===== src/hdl/peripheral_signal_routing_regs.vh =====
// Register indices, field layout and reset values of the signal routing block
`ifndef PERIPHERAL_SIGNAL_ROUTING_REGS_VH
`define PERIPHERAL_SIGNAL_ROUTING_REGS_VH
// Register indices; byte address is four times the index
`define IDX_PWM_ROUTE   10'h201
`define IDX_TMR_ROUTE   10'h202
`define IDX_ADC_ROUTE   10'h203
`define IDX_CAP_SEL     10'h204
`define IDX_CLK_OUT     10'h205
`define IDX_IRQ_CTRL    10'h206
`define IDX_TEST        10'h208
// Implemented bits of each register
`define MASK_PWM        8'hF5
`define MASK_TMR        8'hFC
`define MASK_ADC        8'h0F
`define MASK_CAP        8'h03
`define MASK_CLK_OUT    8'h80
`define MASK_IRQ        8'hC0
`define MASK_TEST       8'hFF
// Field positions
`define BIT_CMP_TRIG    3
`define BIT_TRIG_NEG    2
`define BIT_CLK_DIS     7
`define BIT_IRQ_EDGE    7
`define BIT_IRQ_CONN    6
// Reset values
`define RST_ROUTE       8'h00
`define RST_CLK_OUT     8'h00
`define RST_IRQ         8'h00
`define RST_TEST        8'h00
// Trigger and capture source codes
`define SRC_PIN_P6      2'h3
`define SRC_PAD5        2'h2
`define SRC_PIN_E0      2'h1
`define SRC_AUX_CLK     2'h3
`define SRC_SERIAL1     2'h2
`define SRC_SERIAL0     2'h1
// Synchroniser vector layout
`define SY_PP           0
`define SY_PS           8
`define SY_PT           12
`define SY_PAD5         20
`define SY_PE0          21
`define SY_CMP          22
`define SY_ACLK         23
`define SY_IRQ          24
`define SY_WIDTH        25
`endif


===== src/hdl/peripheral_signal_routing.v =====
// Peripheral signal routing: pin mux, trigger and capture select, clock out, irq sense
//
// How it works
// - Routing registers always readable; normal mode takes first write only, special every.
// - PWM 7 on port J pin 1 when its bit set, else port P pin 7.
// - PWM 6 on port S pin 1 when its bit set, else port P pin 6.
// - PWM 5 on port J pin 0 when its bit set, else port P pin 5.
// - PWM 4 on port S pin 0 when its bit set, else port P pin 4.
// - PWM 2 on port T pin 0 when its bit set, else port P pin 2.
// - PWM 0 on port T pin 1 when its bit set, else port P pin 0.
// - Timer 1 channels 1 and 0 move to port P pins 1 and 7.
// - Timer 0 channels 5 and 4 move to port S pins 3 and 2.
// - Timer 0 channels 3 and 2 move to port S pins 1 and 0.
// - Comparator bit set feeds comparator to ADC trigger, else source field decides.
// - Polarity bit set makes falling edges active on ADC trigger, else rising.
// - Source field: 11 P6, 10 pad 5, 01 E0, 00 timer 0 compare 2.
// - Comparator bit exists only when the build option enables it.
// - Capture 3 source: 11 aux clock, 10 serial 1, 01 serial 0, 00 pin.
// - Clock output control is readable and writable at any time.
// - Edge mode latches falling edges until reset or service; else low level recognised.
// - Edge select writable once in normal mode; pin connect bit writable anytime.
// - Connect bit clear disconnects the interrupt pin; no request is raised.
// - Factory test register readable always, writable only in special mode.
// - Unimplemented bits ignore writes and read as zero.
`timescale 1ns/1ps
`include "peripheral_signal_routing_regs.vh"
module peripheral_signal_routing #(
  parameter HAS_CMP_TRIG = 1
) (
  input  wire        ref_clk,
  input  wire        rst,
  input  wire        ce,
  input  wire        special_mode,
  input  wire        hsel,
  input  wire [11:0] haddr,
  input  wire [1:0]  htrans,
  input  wire        hwrite,
  input  wire [2:0]  hsize,
  input  wire [31:0] hwdata,
  input  wire        hready,
  output reg         hreadyout,
  output reg         hresp,
  output reg  [31:0] hrdata,
  input  wire [7:0]  pwm_out,
  input  wire [5:2]  timer0_oc,
  input  wire [5:2]  timer0_oe,
  input  wire [1:0]  tim1_oc,
  input  wire [1:0]  tim1_oe,
  input  wire [7:0]  pp_in,
  input  wire [3:0]  ps_in,
  input  wire [7:0]  pt_in,
  input  wire        pad5_in,
  input  wire        pe0_in,
  input  wire        cmp_in,
  input  wire        aclk_in,
  input  wire        irq_pin,
  input  wire        serial0_receive,
  input  wire        serial1_receive,
  input  wire        irq_service,
  output reg  [7:0]  pp_out,
  output reg  [7:0]  pp_claim,
  output reg  [1:0]  pj_out,
  output reg  [1:0]  pj_claim,
  output reg  [3:0]  ps_out,
  output reg  [3:0]  ps_claim,
  output reg  [7:0]  pt_out,
  output reg  [7:0]  pt_claim,
  output reg  [5:2]  timer0_ic,
  output reg  [1:0]  tim1_ic,
  output reg         adc_trigger,
  output reg         bus_clock_output_en,
  output reg         irq_request
);

  reg  [7:0]  pwm_route_ctrl_reg;
  reg  [7:0]  timer_channel_route_ctrl_reg;
  reg  [7:0]  adc_trigger_route_ctrl_reg;
  reg  [7:0]  capture_source_select_reg;
  reg  [7:0]  bus_clock_output_ctrl_reg;
  reg  [7:0]  external_interrupt_ctrl_reg;
  reg  [7:0]  factory_test_reg;
  reg  [4:0]  lock_reg;
  reg         ph_act_reg;
  reg         ph_wr_reg;
  reg  [9:0]  ph_idx_reg;
  reg         edge_latch_reg;
  reg         irq_prev_reg;

  wire [`SY_WIDTH-1:0] async_in;
  reg  [`SY_WIDTH-1:0] sy1_reg;
  reg  [`SY_WIDTH-1:0] sy2_reg;
  reg  [`SY_WIDTH-1:0] sy3_reg;
  reg  [`SY_WIDTH-1:0] st_reg;

  reg  [7:0]  rd_next;
  reg  [7:0]  pp_next;
  reg  [7:0]  ppc_next;
  reg  [1:0]  pj_next;
  reg  [1:0]  pjc_next;
  reg  [3:0]  ps_next;
  reg  [3:0]  psc_next;
  reg  [7:0]  pt_next;
  reg  [7:0]  ptc_next;
  reg  [5:2]  ic0_next;
  reg  [1:0]  ic1_next;
  reg         trig_src;
  reg         cap3_next;
  integer     n;

  wire [7:0]  wd = hwdata[7:0];
  wire        take = hsel & htrans[1] & hready;
  wire        do_wr = ph_act_reg & ph_wr_reg;
  wire [7:0]  adc_mask = HAS_CMP_TRIG ? `MASK_ADC : (`MASK_ADC & 8'hF7);
  wire        edge_mode = external_interrupt_ctrl_reg[`BIT_IRQ_EDGE];
  wire        irq_fall = irq_prev_reg & ~st_reg[`SY_IRQ];

  assign async_in = {irq_pin, aclk_in, cmp_in, pe0_in, pad5_in, pt_in, ps_in, pp_in};

  // Three stages; a change counts once stages two and three agree
  genvar g;
  generate
    for (g = 0; g < `SY_WIDTH; g = g + 1) begin : sync
      always @(posedge ref_clk) begin
        if (rst) begin
          sy1_reg[g] <= 1'b0;
          sy2_reg[g] <= 1'b0;
          sy3_reg[g] <= 1'b0;
          st_reg[g]  <= 1'b0;
        end else if (ce) begin
          sy1_reg[g] <= async_in[g];
          sy2_reg[g] <= sy1_reg[g];
          sy3_reg[g] <= sy2_reg[g];
          if (sy2_reg[g] == sy3_reg[g]) begin
            st_reg[g] <= sy3_reg[g];
          end
        end
      end
    end
  endgenerate

  // Read value; unimplemented bits and unmapped indices read zero
  always @* begin
    case (ph_idx_reg)
      `IDX_PWM_ROUTE: rd_next = pwm_route_ctrl_reg;
      `IDX_TMR_ROUTE: rd_next = timer_channel_route_ctrl_reg;
      `IDX_ADC_ROUTE: rd_next = adc_trigger_route_ctrl_reg;
      `IDX_CAP_SEL:   rd_next = capture_source_select_reg;
      `IDX_CLK_OUT:   rd_next = bus_clock_output_ctrl_reg;
      `IDX_IRQ_CTRL:  rd_next = external_interrupt_ctrl_reg;
      `IDX_TEST:      rd_next = factory_test_reg;
      default:        rd_next = 8'h00;
    endcase
  end

  // Bus slave: one wait state so read data comes from a flop
  // Size is ignored; each register sits in the low byte of its word
  always @(posedge ref_clk) begin
    if (rst) begin
      ph_act_reg <= 1'b0;
      ph_wr_reg  <= 1'b0;
      ph_idx_reg <= 10'h000;
      hreadyout  <= 1'b1;
      hresp      <= 1'b0;
      hrdata     <= 32'h0000_0000;
    end else if (ce) begin
      hresp <= 1'b0;
      if (ph_act_reg) begin
        ph_act_reg <= 1'b0;
        hreadyout  <= 1'b1;
        hrdata     <= {24'h00_0000, rd_next};
      end else if (take) begin
        ph_act_reg <= 1'b1;
        ph_wr_reg  <= hwrite;
        ph_idx_reg <= haddr[11:2];
        hreadyout  <= 1'b0;
      end
    end
  end

  // Register writes with write-once locks
  always @(posedge ref_clk) begin
    if (rst) begin
      pwm_route_ctrl_reg           <= `RST_ROUTE;
      timer_channel_route_ctrl_reg <= `RST_ROUTE;
      adc_trigger_route_ctrl_reg   <= `RST_ROUTE;
      capture_source_select_reg    <= `RST_ROUTE;
      bus_clock_output_ctrl_reg    <= `RST_CLK_OUT;
      external_interrupt_ctrl_reg  <= `RST_IRQ;
      factory_test_reg             <= `RST_TEST;
      lock_reg                     <= 5'h00;
    end else if (ce && do_wr) begin
      case (ph_idx_reg)
        `IDX_PWM_ROUTE: begin
          if (special_mode || !lock_reg[0]) begin
            pwm_route_ctrl_reg <= wd & `MASK_PWM;
            lock_reg[0]        <= lock_reg[0] | ~special_mode;
          end
        end
        `IDX_TMR_ROUTE: begin
          if (special_mode || !lock_reg[1]) begin
            timer_channel_route_ctrl_reg <= wd & `MASK_TMR;
            lock_reg[1]                  <= lock_reg[1] | ~special_mode;
          end
        end
        `IDX_ADC_ROUTE: begin
          if (special_mode || !lock_reg[2]) begin
            adc_trigger_route_ctrl_reg <= wd & adc_mask;
            lock_reg[2]                <= lock_reg[2] | ~special_mode;
          end
        end
        `IDX_CAP_SEL: begin
          if (special_mode || !lock_reg[3]) begin
            capture_source_select_reg <= wd & `MASK_CAP;
            lock_reg[3]               <= lock_reg[3] | ~special_mode;
          end
        end
        `IDX_CLK_OUT: begin
          bus_clock_output_ctrl_reg <= wd & `MASK_CLK_OUT;
        end
        `IDX_IRQ_CTRL: begin
          // Connect bit always; edge bit only while unlocked or special
          external_interrupt_ctrl_reg[`BIT_IRQ_CONN] <= wd[`BIT_IRQ_CONN];
          if (special_mode || !lock_reg[4]) begin
            external_interrupt_ctrl_reg[`BIT_IRQ_EDGE] <= wd[`BIT_IRQ_EDGE];
            lock_reg[4] <= lock_reg[4] | ~special_mode;
          end
        end
        `IDX_TEST: begin
          if (special_mode) begin
            factory_test_reg <= wd & `MASK_TEST;
          end
        end
        default: begin
          lock_reg <= lock_reg;
        end
      endcase
    end
  end

  // Pin mux; a timer with its output enable set takes a shared pin over PWM when both select it
  always @* begin
    pp_next  = pwm_out;
    ppc_next = ~(pwm_route_ctrl_reg & `MASK_PWM);
    pj_next  = {pwm_out[7], pwm_out[5]};
    pjc_next = {pwm_route_ctrl_reg[7], pwm_route_ctrl_reg[5]};
    ps_next  = {2'b00, pwm_out[6], pwm_out[4]};
    psc_next = {2'b00, pwm_route_ctrl_reg[6], pwm_route_ctrl_reg[4]};
    pt_next  = {6'h00, pwm_out[0], pwm_out[2]};
    ptc_next = {6'h00, pwm_route_ctrl_reg[0], pwm_route_ctrl_reg[2]};
    // Timer input follows the selected pin whether or not the output drives it
    for (n = 2; n < 6; n = n + 1) begin
      if (timer_channel_route_ctrl_reg[n]) begin
        if (timer0_oe[n]) begin
          ps_next[n-2]  = timer0_oc[n];
          psc_next[n-2] = 1'b1;
        end
        ic0_next[n] = st_reg[`SY_PS+n-2];
      end else begin
        if (timer0_oe[n]) begin
          pt_next[n]  = timer0_oc[n];
          ptc_next[n] = 1'b1;
        end
        ic0_next[n] = st_reg[`SY_PT+n];
      end
    end
    if (timer_channel_route_ctrl_reg[6]) begin
      if (tim1_oe[0]) begin
        pp_next[7]  = tim1_oc[0];
        ppc_next[7] = 1'b1;
      end
      ic1_next[0] = st_reg[`SY_PP+7];
    end else begin
      if (tim1_oe[0]) begin
        pt_next[6]  = tim1_oc[0];
        ptc_next[6] = 1'b1;
      end
      ic1_next[0] = st_reg[`SY_PT+6];
    end
    if (timer_channel_route_ctrl_reg[7]) begin
      if (tim1_oe[1]) begin
        pp_next[1]  = tim1_oc[1];
        ppc_next[1] = 1'b1;
      end
      ic1_next[1] = st_reg[`SY_PP+1];
    end else begin
      if (tim1_oe[1]) begin
        pt_next[7]  = tim1_oc[1];
        ptc_next[7] = 1'b1;
      end
      ic1_next[1] = st_reg[`SY_PT+7];
    end
    // Capture channel 3 source
    case (capture_source_select_reg[1:0])
      `SRC_AUX_CLK: cap3_next = st_reg[`SY_ACLK];
      `SRC_SERIAL1: cap3_next = serial1_receive;
      `SRC_SERIAL0: cap3_next = serial0_receive;
      default:      cap3_next = ic0_next[3];
    endcase
    // ADC trigger source
    case (adc_trigger_route_ctrl_reg[1:0])
      `SRC_PIN_P6: trig_src = st_reg[`SY_PP+6];
      `SRC_PAD5:   trig_src = st_reg[`SY_PAD5];
      `SRC_PIN_E0: trig_src = st_reg[`SY_PE0];
      default:     trig_src = timer0_oc[2];
    endcase
    if (HAS_CMP_TRIG != 0 && adc_trigger_route_ctrl_reg[`BIT_CMP_TRIG]) begin
      trig_src = st_reg[`SY_CMP];
    end
  end

  // Registered pin side; costs one cycle of latency on every path
  always @(posedge ref_clk) begin
    if (rst) begin
      pp_out              <= 8'h00;
      pp_claim            <= 8'h00;
      pj_out              <= 2'b00;
      pj_claim            <= 2'b00;
      ps_out              <= 4'h0;
      ps_claim            <= 4'h0;
      pt_out              <= 8'h00;
      pt_claim            <= 8'h00;
      timer0_ic           <= 4'h0;
      tim1_ic             <= 2'b00;
      adc_trigger         <= 1'b0;
      bus_clock_output_en <= 1'b0;
    end else if (ce) begin
      pp_out              <= pp_next;
      pp_claim            <= ppc_next;
      pj_out              <= pj_next;
      pj_claim            <= pjc_next;
      ps_out              <= ps_next;
      ps_claim            <= psc_next;
      pt_out              <= pt_next;
      pt_claim            <= ptc_next;
      timer0_ic           <= {ic0_next[5:4], cap3_next, ic0_next[2]};
      tim1_ic             <= ic1_next;
      // Inverted source makes a falling pin edge a rising trigger edge
      adc_trigger         <= trig_src ^ adc_trigger_route_ctrl_reg[`BIT_TRIG_NEG];
      // Gates the pad's bus clock; a flop cannot toggle at the bus rate
      bus_clock_output_en <= ~bus_clock_output_ctrl_reg[`BIT_CLK_DIS];
    end
  end

  // External interrupt sensing
  always @(posedge ref_clk) begin
    if (rst) begin
      irq_prev_reg   <= 1'b0;
      edge_latch_reg <= 1'b0;
      irq_request    <= 1'b0;
    end else if (ce) begin
      irq_prev_reg <= st_reg[`SY_IRQ];
      // Set wins over a service clear in the same cycle
      if (edge_mode && irq_fall) begin
        edge_latch_reg <= 1'b1;
      end else if (irq_service) begin
        edge_latch_reg <= 1'b0;
      end
      // Latch runs while disconnected; reconnecting then raises the request
      if (!external_interrupt_ctrl_reg[`BIT_IRQ_CONN]) begin
        irq_request <= 1'b0;
      end else if (edge_mode) begin
        irq_request <= edge_latch_reg | irq_fall;
      end else begin
        irq_request <= ~st_reg[`SY_IRQ];
      end
    end
  end

endmodule


===== config.mk =====
export PLATFORM = sky130hd
export DESIGN_NAME = peripheral_signal_routing
export DESIGN_NICKNAME = d
export VERILOG_FILES = /design/src/hdl/peripheral_signal_routing.v
export VERILOG_INCLUDE_DIRS = /design/src /design/src/hdl
export SDC_FILE = /design/constraint.sdc
export NUM_CORES = 1
export LEC_CHECK = 0
export BUFFER_PORTS_ARGS = -buffer_cell sky130_fd_sc_hd__buf_2
export CAP_MARGIN = 20
export CORE_MARGIN = 2
export CORE_UTILIZATION = 35
export DETAILED_ROUTE_END_ITERATION = 8
export GPL_TIMING_DRIVEN = 0
export HOLD_SLACK_MARGIN = 0.15
export REMOVE_ABC_BUFFERS = 1
export SETUP_SLACK_MARGIN = 0.02
export SLEW_MARGIN = 20
export SYNTH_ARGS = -nofsm -noshare
export SYNTH_HDL_FRONTEND = slang
export SYNTH_SLANG_ARGS = --single-unit

===== constraint.sdc =====
create_clock -name ref_clk -period 2.2 [get_ports ref_clk]
set_input_delay 0.44 -clock ref_clk [delete_from_list [all_inputs] [get_ports ref_clk]]
set_output_delay 0.44 -clock ref_clk [all_outputs]
set_load 0.005 [all_outputs]

==> summary.md <==
| Metric | Value |
|---|---|
| Run status | `completed` |
| WL/cell | `~14 um` |
| Slowest Stage Delay on Critical Path | `between 800 and 900 ps` |
| Main flop type after synthesis | `dfxtp_1` |
| Post-DRT Antenna Nets | `0` |
| Die ar. | `22,590 um2` |
| Worst Setup Slack, final | `roughly 220 ps` |
| Layout cell share with drive strength beyond 1 | `19.89%` |
| Reg2reg start | `ph_idx_reg[1]` |
| Final period util | `90.12%` |
| Worst setup EP type | `register` |
| Peak VDD IR | `~0.00046 V` |
| Leak | `between 3 and 4 nW` |
| Commonest non-fill, non-tap cell in the layout | `dfxtp_1` |
| Worst r2r path cells | `4` |
| GP Congestion | `roughly 0.7` |
| Initial antenna violation count | `0` |
| Flop-to-flop setup slack | `approximately 220 ps` |
| YS warnings | `0` |
| Top cells by area, synth | `dfxtp_1, mux2i_1, nor2_1, nand2b_1, nand2_1` |
| DR vias | `around 5,700` |
| H-tree depth | `4` |
| Synth Area in Simple Gates | `19.08%` |
| Initial Util | `between 30% and 40%` |
| Post-synth top area cell | `dfxtp_1` |
| Cell Area, Synth | `7490 um2` |
| Worst Hold Path EP | `sy1_reg[17]` |
| Pre-antenna DRT Iters | `5` |
| Core Footprint | `roughly 21,000 um2` |
| Final hold vios | `0` |
| Initial drt markers | `between 300 and 400` |
| Post-route design area | `8818 um2` |
| Crit path max fanout | `20` |
| RSZ-0062 raised after global routing | `false` |
| Chip Width | `approximately 150 um` |
| Buf/Inv on CP | `0` |
| Buffers on Ports | `between 100 and 150` |
| Slew Viols, Final | `0` |
| Cell count after synthesis | `around 800` |
| Vias in the first global route | `between 5,000 and 6,000` |
| Post-synthesis mux area share | `~16%` |
| Ratio of routed vias to standard cells | `approximately 4.8` |
| Gr ovfl total | `0` |
| Fin nets | `roughly 1,000` |
| Hold Slack | `249.5 ps` |
| Sequential area share after synthesis | `47.58%` |
| Global-route wire length before repair | `around 27,000 um` |
| Synth unique cells | `slightly below 50` |
| Worst Path Arrival | `between 2000 and 2500 ps` |
| Async S/R FF share, synth | `0%` |
| CTS Buf Count | `17` |
| EDFF count, synth | `0` |
| Hold Path Stages | `3` |
| Die height | `150.3 um` |
| Top delay family on crit path | `simple AND/OR/NAND/NOR gates` |
| Reg clk slew, reported paths | `70 ps` |
| CTS Buffer Depth | `2` |
| DRC violations left | `0` |
| Worst slack at placement | `-224.2 ps` |
| Hold Buf Count CTS | `0` |
| Routed WL | `~17,000 um` |
| Hold Path Class | `primary input to register` |
| R2R Path End | `timer_channel_route_ctrl_reg[2]` |
| Area share of the largest cell type after synthesis | `between 40% and 50%` |
| Compound-cell area share of the yosys netlist | `a little over a tenth` |
| P&R area growth vs syn | `17.74%` |
| Core Util, Final | `a little over two fifths` |
| Flops & latches, synth | `178` |
| Min-delay src | `pt_in[5]` |
| Crit path launch type | `register` |
| Rel. slew slack | `approximately 44%` |
| FP Rows | `53` |
| Area after DPL | `roughly 8000 um2` |
| Critical Path Slowest Stage Cell | `dfxtp_1` |
| CTS tree | `done` |
| Hpwl dp | `approximately 11,000 um` |
| Max-cap violations | `0` |
| Largest family of logic cells by synthesized area | `simple AND/OR/NAND/NOR gates` |
| CP Data Required Time | `2500 ps` |
| Fmax achieved | `approximately 500 MHz` |
| Crit path from | `ph_idx_reg[1]` |
| Critical setup path kind | `register to register` |
| Clock Tree Root | `clkbuf_16` |
| Diodes inserted | `0` |
| Clock skew | `between 8 and 9 ps` |
| Final setup viols | `0` |
| Xor/xnor share of the synthesized area | `0%` |
| Average size of a mapped cell | `9.374 um2` |
| GRT Util Overall | `~15%` |
| Worst Max-Slew Pin Slew | `833.6 ps` |
| Sinks on Clock Net | `about 180` |
| Pin count of the biggest net entering global routing | `about 120` |
| Clock latency on the worst-skew pair | `roughly 420 ps` |
| Cells along the critical path | `nand2b_1 -> nor3_1 -> nand3_1 -> mux2i_1` |
| Post-synthesis adder-cell area fraction | `0%` |
| Most frequent cells in the layout | `dfxtp_1, buf_2, nor2_1` |
| IO Pins | `191` |
| Final min period | `around 2000 ps` |
| Filler cells | `2,117` |
| Cell Pwr Density | `772.7 nW/um2` |
==> synth_stat cells (3+ instances only) <==
| cell | number |
|---|---|
| a211oi_1 | 14 |
| a21o_1 | 20 |
| a21oi_1 | 43 |
| a221oi_2 | 3 |
| a222oi_1 | 3 |
| a311oi_1 | 5 |
| and3_1 | 3 |
| buf_1 | 6 |
| buf_2 | 12 |
| buf_4 | 29 |
| clkbuf_1 | 34 |
| dfxtp_1 | 178 |
| inv_1 | 4 |
| mux2_2 | 3 |
| mux2i_1 | 115 |
| nand2_1 | 59 |
| nand2b_1 | 41 |
| nand3_1 | 16 |
| nand3b_1 | 12 |
| nand4_1 | 4 |
| nand4b_1 | 5 |
| nor2_1 | 116 |
| nor2b_1 | 10 |
| nor3_1 | 4 |
| nor4_1 | 3 |
| o21ai_0 | 25 |
==> per-stage QoR <==
step	setup TNS [ps]	power, mW	instances
2_1_floorplan	0	3.616	742
3_3_place_gp	-365600	3.890	1145
3_5_place_dp	-611.8	3.893	1148
4_1_cts	0	6.918	1180
5_1_grt	0	7.110	1180
6_report	0	6.814	1180
==> cells by family (layout without fill, tap and decap cells) <==
| group | Yosys count | after routing |
|---|---|---|
| and+or+nand+nor | 288 | 288 |
| AOI/OAI and AO/OA | 127 | 127 |
| other | 1 | 25 |
| muxes | 120 | 120 |
| buffers and inverters | 85 | 167 |
| DFF | 178 | 178 |
==> layout make-up <==
cell class	instances	area [um2]	area share (%)
Timing Repair Buffer	131	743.2	8.428
Clock inverter	12	130.1	1.476
Clock buffer	20	446.7	5.065
Multi-Input combinational cell	560	3573	40.52
Inverter	4	15.01	0.1703
Sequential cell	178	3566	40.44
Tap cell	275	344.1	3.902
==> how the worst max path moves through the flow <==
stage	end	slack, ps	cells past startpoint
after detailed placement	adc_trigger	-220	7
final	timer_channel_route_ctrl_reg[2]	220	4
after global routing	external_interrupt_ctrl_reg[7]	40	4
after global placement	adc_trigger	-3550	5
after CTS	factory_test_reg[2]	50	3
after floorplan	capture_source_select_reg[0]	530	3
==> layer usage <==
layer  global-route usage (%)  vias to the layer above  routed length (um)
met5                        0                        -                   0
met4                    4.245                        0                 163
met3                    4.121                       14                 931
met2                    22.09                      131                7284
met1                    21.46                     2614                8430
li1                         -                     2896                   -
==> tightest hold or removal path: stages <==
cell and delay [ps]:
buf_2 70, mux2i_1 50, nor2_1 70
==> power breakdown <==
part	internal [mW]	switching, mW
registers	3.31	0.0546
clock network	1.71	1.29
logic	0.205	0.248
==> what timing repair did <==
item,in CTS,in global routing
resized for setup,0,2
setup buffers,0,0
endpoints found under the hold margin,0,0
endpoints found under the setup margin,0,9
(Power assumes the default switching activity.)
